==> config.mk <==
export PLATFORM = sky130hd
export DESIGN_NAME = pif_adapter
export DESIGN_NICKNAME = d
export VERILOG_FILES = /design/src/pif_pkg.sv /design/src/pif_adapter.sv /design/src/pif_edge_sense.sv /design/src/pif_bus_front.sv
export VERILOG_INCLUDE_DIRS = /design/src
export SDC_FILE = /design/constraint.sdc
export NUM_CORES = 1
export LEC_CHECK = 0
export BUFFER_PORTS_ARGS = -buffer_cell sky130_fd_sc_hd__buf_4
export CAP_MARGIN = 20
export CORE_ASPECT_RATIO = 0.75
export CORE_MARGIN = 1.5
export CORE_UTILIZATION = 48
export DETAILED_ROUTE_END_ITERATION = 10
export PLACE_DENSITY = 0.83
export SETUP_SLACK_MARGIN = 0.5
export SYNTH_ARGS = -nofsm -noshare
export SYNTH_HDL_FRONTEND = slang
export SYNTH_SLANG_ARGS = --single-unit
==> constraint.sdc <==
create_clock -name clk -period 1.6 [get_ports clk]
set_clock_uncertainty 0.1 [all_clocks]
set_input_delay 0.16 -clock clk [delete_from_list [all_inputs] [get_ports clk]]
set_output_delay 0.16 -clock clk [all_outputs]
set_load 0.01 [all_outputs]
==> src/pif_consts.svh <==
// Named constants for the dual parallel port adapter.
// Assumes inclusion by bare name from every design file that needs them.
`ifndef PIF_CONSTS_SVH
`define PIF_CONSTS_SVH

// ****************************************
// Widths and reset values
// ****************************************
`define PIF_DW 8
`define PIF_CTL_W 6
`define PIF_RESET_BYTE 8'h00
`define PIF_RESET_CTL 6'h00

// ****************************************
// Register select codes
// ****************************************
`define PIF_SEL_A_DATA 2'h0
`define PIF_SEL_A_CTL 2'h1
`define PIF_SEL_B_DATA 2'h2
`define PIF_SEL_B_CTL 2'h3

// ****************************************
// Control register bit positions
// ****************************************
`define PIF_CTL_EDGE_IRQ_EN 0
`define PIF_CTL_EDGE_RISE 1
`define PIF_CTL_DATA_ACCESS 2
`define PIF_CTL_CFG_IRQ_EN 3
`define PIF_CTL_CFG_LEVEL 3
`define PIF_CTL_CFG_RISE 4
`define PIF_CTL_CFG_OUT 5

`endif

==> src/pif_pkg.sv <==
// Shared types for the dual parallel port adapter.
// Assumes nothing beyond a SystemVerilog compiler.
package pif_pkg;

  // ****************************************
  // Bus strobe tracking states
  // ****************************************
  typedef enum logic [1:0] {
    PIF_ST_IDLE = 2'b01,  // Strobe low, waiting
    PIF_ST_STROBE = 2'b10  // Strobe high, cycle in progress
  } pif_bus_state_t;

endpackage

==> src/pif_adapter.sv <==
// Dual 8-bit parallel port adapter: register file, ports, interrupts.
// Assumes host bus and peripheral inputs are synchronous to clk,
// and that wire levels are resolved outside from the enables.
`timescale 1ns/1ps
`include "pif_consts.svh"

module pif_adapter import pif_pkg::*; (
  input wire logic clk,  // Core clock, 250 MHz
  input wire logic rst_n,  // Async reset, low
  input wire logic strobe,  // Enable strobe
  input wire logic select_high_first,  // Chip select, high
  input wire logic select_high_second,  // Chip select, high
  input wire logic select_low,  // Chip select, low
  input wire logic read_not_write,  // 1 = read
  input wire logic reg_select_high,  // Register select bit 1
  input wire logic reg_select_low,  // Register select bit 0
  input wire logic [`PIF_DW-1:0] data_in,  // Host data in
  output logic [`PIF_DW-1:0] data_out,  // Host data out
  output logic data_oe_n,  // Host data enable, low
  input wire logic [`PIF_DW-1:0] port_a_lines_in,  // Port A pins
  output logic [`PIF_DW-1:0] port_a_lines_out,  // Port A drive
  output logic [`PIF_DW-1:0] port_a_lines_oe_n,  // Port A enable, low
  input wire logic [`PIF_DW-1:0] port_b_lines_in,  // Port B pins
  output logic [`PIF_DW-1:0] port_b_lines_out,  // Port B drive
  output logic [`PIF_DW-1:0] port_b_lines_oe_n,  // Port B enable, low
  input wire logic a_edge_input,  // Port A edge input
  input wire logic b_edge_input,  // Port B edge input
  input wire logic a_config_line_in,  // Port A config pin
  output logic a_config_line_out,  // Port A config drive
  output logic a_config_line_oe_n,  // Port A config enable, low
  input wire logic b_config_line_in,  // Port B config pin
  output logic b_config_line_out,  // Port B config drive
  output logic b_config_line_oe_n,  // Port B config enable, low
  input wire logic a_irq_n_in,  // Shared irq wire level
  output logic a_irq_n_out,  // Irq A drive level
  output logic a_irq_n_oe_n,  // Irq A pull-down, low
  input wire logic b_irq_n_in,  // Shared irq wire level
  output logic b_irq_n_out,  // Irq B drive level
  output logic b_irq_n_oe_n  // Irq B pull-down, low
);

  // ****************************************
  // Bus front end
  // ****************************************
  logic [1:0] sel_rs;  // Latched register select
  logic rd_window;  // Read in progress
  logic wr_pulse;  // Write strobe end
  logic rd_done;  // Read strobe end
  logic desel_strobe;  // Deselected strobe end
  logic strobe_fall;  // Any strobe end

  pif_bus_front u_front (
    .clk(clk),
    .rst_n(rst_n),
    .strobe(strobe),
    .select_high_first(select_high_first),
    .select_high_second(select_high_second),
    .select_low(select_low),
    .read_not_write(read_not_write),
    .reg_select_high(reg_select_high),
    .reg_select_low(reg_select_low),
    .sel_rs(sel_rs),
    .rd_window(rd_window),
    .wr_pulse(wr_pulse),
    .rd_done(rd_done),
    .desel_strobe(desel_strobe),
    .strobe_fall(strobe_fall)
  );

  // ****************************************
  // Per-port storage and interrupt logic
  // ****************************************
  logic [`PIF_DW-1:0] out_reg [2];  // Output registers
  logic [`PIF_DW-1:0] ddr [2];  // Direction registers
  logic [`PIF_CTL_W-1:0] ctl [2];  // Writable control bits
  logic [`PIF_DW-1:0] pin_in [2];  // Pin levels
  logic [`PIF_DW-1:0] readback [2];  // Data read value
  logic [`PIF_DW-1:0] ctl_word [2];  // Control read value
  logic [1:0] edge_in;  // Edge inputs
  logic [1:0] cfg_in;  // Config line levels
  logic [1:0] flag_edge;  // Edge input flags
  logic [1:0] flag_cfg;  // Config line flags
  logic [1:0] clear_flags;  // Flag clear per port
  logic [1:0] irq_req;  // Irq wanted per port

  assign pin_in[0] = port_a_lines_in;
  assign pin_in[1] = port_b_lines_in;
  assign edge_in = {b_edge_input, a_edge_input};
  assign cfg_in = {b_config_line_in, a_config_line_in};

  for (genvar p = 0; p < 2; p++) begin : g_port
    localparam logic [1:0] DATA_SEL = (p == 0) ? `PIF_SEL_A_DATA : `PIF_SEL_B_DATA;
    localparam logic [1:0] CTL_SEL = (p == 0) ? `PIF_SEL_A_CTL : `PIF_SEL_B_CTL;
    logic data_hit;  // Data or direction slot selected
    logic ctl_hit;  // Control slot selected
    logic access;  // Access bit picks data register

    assign data_hit = (sel_rs == DATA_SEL);
    assign ctl_hit = (sel_rs == CTL_SEL);
    assign access = ctl[p][`PIF_CTL_DATA_ACCESS];

    // Output register
    always_ff @(posedge clk or negedge rst_n) begin
      if (!rst_n) begin
        out_reg[p] <= `PIF_RESET_BYTE;
      end else if (wr_pulse && data_hit && access) begin
        out_reg[p] <= data_in;
      end
    end

    // Direction register
    always_ff @(posedge clk or negedge rst_n) begin
      if (!rst_n) begin
        ddr[p] <= `PIF_RESET_BYTE;
      end else if (wr_pulse && data_hit && !access) begin
        ddr[p] <= data_in;
      end
    end

    // Control register, flag bits are not writable
    always_ff @(posedge clk or negedge rst_n) begin
      if (!rst_n) begin
        ctl[p] <= `PIF_RESET_CTL;
      end else if (wr_pulse && ctl_hit) begin
        ctl[p] <= data_in[`PIF_CTL_W-1:0];
      end
    end

    // Only a completed read of the data register (access bit set) clears; a direction read does not
    assign clear_flags[p] = rd_done & data_hit & access;

    pif_edge_sense u_edge (
      .clk(clk),
      .rst_n(rst_n),
      .line(edge_in[p]),
      .rise_sel(ctl[p][`PIF_CTL_EDGE_RISE]),
      .allowed(1'b1),
      .strobe_fall(strobe_fall),
      .desel_strobe(desel_strobe),
      .clear(clear_flags[p]),
      .flag(flag_edge[p])
    );

    pif_edge_sense u_cfg (
      .clk(clk),
      .rst_n(rst_n),
      .line(cfg_in[p]),
      .rise_sel(ctl[p][`PIF_CTL_CFG_RISE]),
      .allowed(!ctl[p][`PIF_CTL_CFG_OUT]),
      .strobe_fall(strobe_fall),
      .desel_strobe(desel_strobe),
      .clear(clear_flags[p]),
      .flag(flag_cfg[p])
    );

    // Each output sees two flags, each with its own enable
    assign irq_req[p] = (flag_edge[p] & ctl[p][`PIF_CTL_EDGE_IRQ_EN])
      | (flag_cfg[p] & ctl[p][`PIF_CTL_CFG_IRQ_EN] & ~ctl[p][`PIF_CTL_CFG_OUT]);

    assign ctl_word[p] = {flag_edge[p], flag_cfg[p], ctl[p]};

    if (p == 0) begin : g_pin_read
      // Port A reads the pin even where driven
      assign readback[p] = pin_in[p];
    end else begin : g_latch_read
      // Port B reads its latch where driven
      assign readback[p] = (ddr[p] & out_reg[p]) | (~ddr[p] & pin_in[p]);
    end
  end

  // ****************************************
  // Read multiplexer
  // ****************************************
  logic [`PIF_DW-1:0] rd_mux;  // Selected register value

  always_comb begin
    if (sel_rs == `PIF_SEL_A_DATA) begin
      rd_mux = ctl[0][`PIF_CTL_DATA_ACCESS] ? readback[0] : ddr[0];
    end else if (sel_rs == `PIF_SEL_A_CTL) begin
      rd_mux = ctl_word[0];
    end else if (sel_rs == `PIF_SEL_B_DATA) begin
      rd_mux = ctl[1][`PIF_CTL_DATA_ACCESS] ? readback[1] : ddr[1];
    end else begin
      rd_mux = ctl_word[1];
    end
  end

  // ****************************************
  // Host data bus drive
  // ****************************************
  logic drv;  // Bus driven this cycle

  // One cycle behind rd_window, two behind the strobe; the host samples late in the strobe
  always_ff @(posedge clk or negedge rst_n) begin
    if (!rst_n) begin
      drv <= 1'b0;
      data_out <= `PIF_RESET_BYTE;
    end else begin
      drv <= rd_window;
      data_out <= rd_window ? rd_mux : `PIF_RESET_BYTE;
    end
  end

  assign data_oe_n = ~drv;

  // ****************************************
  // Peripheral pin drive
  // ****************************************
  assign port_a_lines_out = out_reg[0];
  assign port_b_lines_out = out_reg[1];
  assign port_a_lines_oe_n = ~ddr[0];
  assign port_b_lines_oe_n = ~ddr[1];

  // Output mode shows only the static level; pulse modes are not built
  assign a_config_line_out = ctl[0][`PIF_CTL_CFG_LEVEL];
  assign b_config_line_out = ctl[1][`PIF_CTL_CFG_LEVEL];
  assign a_config_line_oe_n = ~ctl[0][`PIF_CTL_CFG_OUT];
  assign b_config_line_oe_n = ~ctl[1][`PIF_CTL_CFG_OUT];

  // Open drain: level is always low, enable pulls or floats
  assign a_irq_n_out = 1'b0;
  assign b_irq_n_out = 1'b0;
  assign a_irq_n_oe_n = ~irq_req[0];
  assign b_irq_n_oe_n = ~irq_req[1];
endmodule

==> src/pif_edge_sense.sv <==
// Edge sense network and sticky flag for one interrupt line.
// Assumes line and strobe events are synchronous to clk.
`timescale 1ns/1ps
module pif_edge_sense (
  input wire logic clk,  // Core clock
  input wire logic rst_n,  // Async reset, low
  input wire logic line,  // Interrupt input level
  input wire logic rise_sel,  // 1 = low-to-high is active
  input wire logic allowed,  // Line is in input mode
  input wire logic strobe_fall,  // End of any strobe
  input wire logic desel_strobe,  // End of a deselected strobe
  input wire logic clear,  // Data read clears the flag
  output logic flag  // Sticky flag
);

  // ****************************************
  // Edge detection
  // ****************************************
  logic line_q;  // Previous level
  logic cond;  // Network conditioned by a strobe
  logic armed;  // Flag may set again
  logic act_now;  // Line at active level
  logic act_prev;  // Line was at active level
  logic act_edge;  // Active transition now
  logic set_ev;  // Flag set event

  assign act_now = rise_sel ? line : ~line;
  assign act_prev = rise_sel ? line_q : ~line_q;
  assign act_edge = act_now & ~act_prev;
  // Old armed value is used, so a set on the clearing cycle still lands
  assign set_ev = act_edge & cond & armed & allowed;

  // Level history
  always_ff @(posedge clk or negedge rst_n) begin
    if (!rst_n) begin
      line_q <= 1'b0;
    end else begin
      line_q <= line;
    end
  end

  // Conditioning needs a strobe seen at the inactive level
  always_ff @(posedge clk or negedge rst_n) begin
    if (!rst_n) begin
      cond <= 1'b0;
    end else if (strobe_fall && !act_now) begin
      cond <= 1'b1;
    end else if (act_edge) begin
      cond <= 1'b0;  // Used up by this edge
    end
  end

  // Re-arm only through a deselected strobe
  always_ff @(posedge clk or negedge rst_n) begin
    if (!rst_n) begin
      armed <= 1'b0;
    end else if (clear) begin
      armed <= 1'b0;
    end else if (desel_strobe) begin
      armed <= 1'b1;
    end
  end

  // Sticky flag, set wins over clear
  always_ff @(posedge clk or negedge rst_n) begin
    if (!rst_n) begin
      flag <= 1'b0;
    end else begin
      flag <= set_ev | (flag & ~clear);
    end
  end
endmodule

==> src/pif_bus_front.sv <==
// Host bus front end: strobe edges, selection and cycle pulses.
// Assumes all host bus inputs are synchronous to clk.
`timescale 1ns/1ps
`include "pif_consts.svh"
module pif_bus_front import pif_pkg::*; (
  input wire logic clk,  // Core clock
  input wire logic rst_n,  // Async reset, low
  input wire logic strobe,  // Enable strobe
  input wire logic select_high_first,  // Chip select, high
  input wire logic select_high_second,  // Chip select, high
  input wire logic select_low,  // Chip select, low
  input wire logic read_not_write,  // 1 = read
  input wire logic reg_select_high,  // Register select bit 1
  input wire logic reg_select_low,  // Register select bit 0
  output logic [1:0] sel_rs,  // Latched register select
  output logic rd_window,  // Selected read in progress
  output logic wr_pulse,  // Write at strobe fall
  output logic rd_done,  // Read at strobe fall
  output logic desel_strobe,  // Deselected strobe ended
  output logic strobe_fall  // Any strobe ended
);

  // ****************************************
  // Strobe tracking
  // ****************************************
  pif_bus_state_t state;  // Cycle state
  logic strobe_q;  // Previous strobe
  logic rise;  // Strobe leading edge
  logic fall;  // Strobe trailing edge
  logic selected;  // All chip selects active
  logic sel_q;  // Selection at leading edge
  logic rw_q;  // Direction at leading edge

  assign rise = strobe & ~strobe_q;
  assign fall = ~strobe & strobe_q;
  assign selected = select_high_first & select_high_second & ~select_low;

  // Strobe history
  always_ff @(posedge clk or negedge rst_n) begin
    if (!rst_n) begin
      strobe_q <= 1'b0;
    end else begin
      strobe_q <= strobe;
    end
  end

  // Cycle state machine
  always_ff @(posedge clk or negedge rst_n) begin
    if (!rst_n) begin
      state <= PIF_ST_IDLE;
    end else begin
      case (state)
        PIF_ST_IDLE: begin
          if (rise) begin
            state <= PIF_ST_STROBE;
          end
        end
        PIF_ST_STROBE: begin
          if (fall) begin
            state <= PIF_ST_IDLE;
          end
        end
        default: begin
          state <= PIF_ST_IDLE;
        end
      endcase
    end
  end

  // Host holds selects stable, so the leading edge value is kept
  always_ff @(posedge clk or negedge rst_n) begin
    if (!rst_n) begin
      sel_q <= 1'b0;
      rw_q <= 1'b0;
      sel_rs <= `PIF_SEL_A_DATA;
    end else if (rise) begin
      sel_q <= selected;
      rw_q <= read_not_write;
      sel_rs <= {reg_select_high, reg_select_low};
    end
  end

  assign strobe_fall = fall & (state == PIF_ST_STROBE);
  assign rd_window = (state == PIF_ST_STROBE) & sel_q & rw_q;
  assign wr_pulse = strobe_fall & sel_q & ~rw_q;
  assign rd_done = strobe_fall & sel_q & rw_q;
  assign desel_strobe = strobe_fall & ~sel_q;
endmodule

==> impl_metrics.tcl <==
set metrics [dict create \
    worstPathArrival_ns 1.84 \
    drv_cap 0 \
    cp.depth 5 \
    nets 499 \
    cp-start-kind "flop" \
    min_period_over_period_pct 106 \
    gp_congestion 0.788 \
    dpl.hpwl_um 6420 \
    netlist_instances 286 \
    max_freq_ghz 0.590 \
    coreArea_mm2 0.00699 \
    synth-seq-cells 74 \
    ioPinCount 88 \
    antenna_found_initial 0 \
    dr.pass1.iters 5 \
    maxSlewViolCount 0 \
    crit_buf_inv 2 \
    ant_nets 0 \
    period_minus_slack_ns 1.69 \
    port_buffers 83 \
    setup_ws_ns -0.0944 \
    nFillCells 342 \
    multi_input_area_mm2 0.00182 \
    chipWidth_um 102 \
    numClockSinks 74 \
    seq_area_frac_synth_pct 52.2 \
    critPathTopFamily "flip-flops" \
    final_common_cell "buf_4" \
    wl_per_cell_um 22.1 \
    status "finished, violations left" \
    totalWireLength_um 12400 \
    peakVddDrop_v 0.000398 \
    grt_start_max_net_pins 34 \
    syn_avg_cell_area_um2 12.4 \
    clk_path_buf_depth 2 \
    rsz0062_at_grt "true" \
    worst_r2r_path_depth 5 \
    syn_to_final_growth_pct 62.0 \
    start_util_pct 50.7 \
    ff2ff_setup_slack_ns -0.09 \
    async_flop_share_pct 100 \
    total_power_uw 4160 \
    drive_gt1_share_pct 58.6 \
    die_area_mm2 0.00792 \
    clk_pin_slew_worst_paths_ns 0.07 \
    htreeDepth 3 \
    ys_types 46 \
    grt_pass1_wl_um 16700 \
    cts_buffers 9 \
    tns_ns -3.03 \
    cts_tree "built" \
    holdPathStages 2 \
    dp_slack_ns -0.204 \
    vias 3225 \
    fp-row-count 26 \
    overflow 0 \
    n_antenna_cell 0 \
    clk_latency_ns 0.36 \
    crit_type "reg -> reg" \
    die-height_um 77.4 \
    power_density_mw_per_mm2 723 \
    grt_pass1_vias 3160 \
    cts-root-buf "clkbuf_8" \
    drc_errors 0 \
    setup_viol 47 \
    viasPerCell 5.74 \
    grt_usage_pct 29.0 \
    crit_slowest_cell "dfrtp_2" \
    cp.required_ns 1.74 \
    path_cells "buf_8 > nor2_4 > nand4b_4 > buf_12 > mux2_4" \
    hold_violations 0 \
    final_cell_mix "87 x buf_4, 70 x dfrtp_1, 61 x buf_6" \
    leakagePower_uw 0.00290 \
    cp_max_fo 8 \
    regArea_mm2 0.00186 \
    synth_edf_count 0 \
    critical_path.max_stage_delay_ns 0.49 \
    hp-class "in -> reg" \
    drt_iter0_drc 173 \
    violations "setup timing" \
    synth_flop_cell "dfrtp_1" \
    cp-end-kind "flop" \
    synthesis.area_mm2 0.00355 \
    synth_warnings 0 \
]
logic make-up after synthesis:
kind of cell	Yosys count	synth area share, %
AOI/OAI and AO/OA	49	9.17
other	1	0.106
DFF	74	52.2
and+or+nand+nor	66	13.5
muxes	58	19.4
buffers and inverters	38	5.61
cell usage after synthesis (2+ instances only):
cell type | count | share of area (%)
a22oi_1 | 7 | 1.5
buf_4 | 4 | 0.85
a32oi_1 | 2 | 0.49
nand3_1 | 5 | 0.71
o22ai_1 | 3 | 0.53
mux2_4 | 14 | 5.9
o21ai_0 | 10 | 1.4
a22o_1 | 2 | 0.49
and3_1 | 7 | 1.2
mux2_2 | 30 | 9.5
dfrtp_1 | 73 | 51
nand4b_4 | 2 | 1.3
buf_2 | 2 | 0.28
nor2b_1 | 2 | 0.35
a21oi_1 | 13 | 1.8
nand2b_1 | 6 | 1.1
inv_1 | 25 | 2.6
nor3_1 | 2 | 0.28
a211oi_1 | 4 | 0.85
o2bb2ai_1 | 2 | 0.49
mux2i_1 | 14 | 4.0
nand4_1 | 2 | 0.35
nand2_1 | 12 | 1.3
and3b_1 | 10 | 2.5
a32o_1 | 2 | 0.56
buf_6 | 5 | 1.6
nor2_1 | 7 | 0.74
power breakdown:
group          internal [µW]  leakage [µW]  switching, µW  total, µW
clock network            638     0.0000855            688       1330
registers               1940       0.00100           92.7       2030
logic                    432       0.00181            365        798
cell type report:
type / count / share of cell area (%)
Tap cell: 98 / 2.13
Multi-Input combinational cell: 175 / 31.6
Timing Repair Buffer: 175 / 29.3
Clock inverter: 2 / 0.218
Clock buffer: 13 / 2.77
Inverter: 25 / 1.63
Sequential cell: 74 / 32.3
per-stage QoR:
step	cells	area, µm²	hold slack (ns)	util (%)
5_1_grt	562	5750	0.0173	82.2
4_1_cts	547	5480	0.00324	78.3
6_report	562	5750	0.0224	82.2
2_1_floorplan	287	3710	-0.236	-
3_5_place_dp	480	4550	-0.00916	65.0
3_3_place_gp	480	4550	-0.00948	65.0
registers in the layout, summed over array words and instances, names as in the netlist:
name                  cells
u_front.state             2
u_front.sel_q             1
port_a_lines_out          8
g_port.u_cfg.cond         2
g_port.u_edge.line_q      2
g_port.u_cfg.armed        2
u_front.strobe_q          1
data_out                  8
u_front.rw_q              1
u_front.sel_rs            2
g_port.u_cfg.line_q       2
ddr                      16
g_port.u_cfg.flag         2
b_config_line_out         1
port_b_lines_out          8
ctl                      10
a_config_line_out         1
g_port.u_edge.cond        2
drv                       1
g_port.u_edge.flag        2
path summary, 6_finish.rpt:
check                                           startpoint                               to
setup / recovery             u_front.sel_rs[1]$_DFFE_PN0P_              ddr[14]$_DFFE_PN0P_
hold / removal                                  data_in[0]               ddr[8]$_DFFE_PN0P_
setup reg to reg             u_front.sel_rs[1]$_DFFE_PN0P_              ddr[14]$_DFFE_PN0P_
hold reg to reg            port_a_lines_out[0]$_DFFE_PN0P_  port_a_lines_out[0]$_DFFE_PN0P_
max in group asynchronous                            rst_n    b_config_line_out$_DFFE_PN0P_
min in group asynchronous                            rst_n                    drv$_DFF_PN0_
what timing repair did:
item / in CTS / in global routing
hold buffers: 19 / 0
endpoints found under the hold margin: 112 / 0
pin swaps: 8 / 17
gates cloned: 0 / 0
buffers inserted: 33 / 15
gates resized for setup: 90 / 37
endpoints found under the setup margin: 113 / 115
per-layer routing:
metal	track usage, %	up-vias	share of wire (%)	wire length (µm)
met3	7.75	49	7.3	910
met2	45.4	193	48	6010
met1	37.0	1618	40	4990
met5	0	-	0	0
li1	-	1365	-	-
met4	14.4	0	4.0	497
Power figures use the tool's default switching activity.
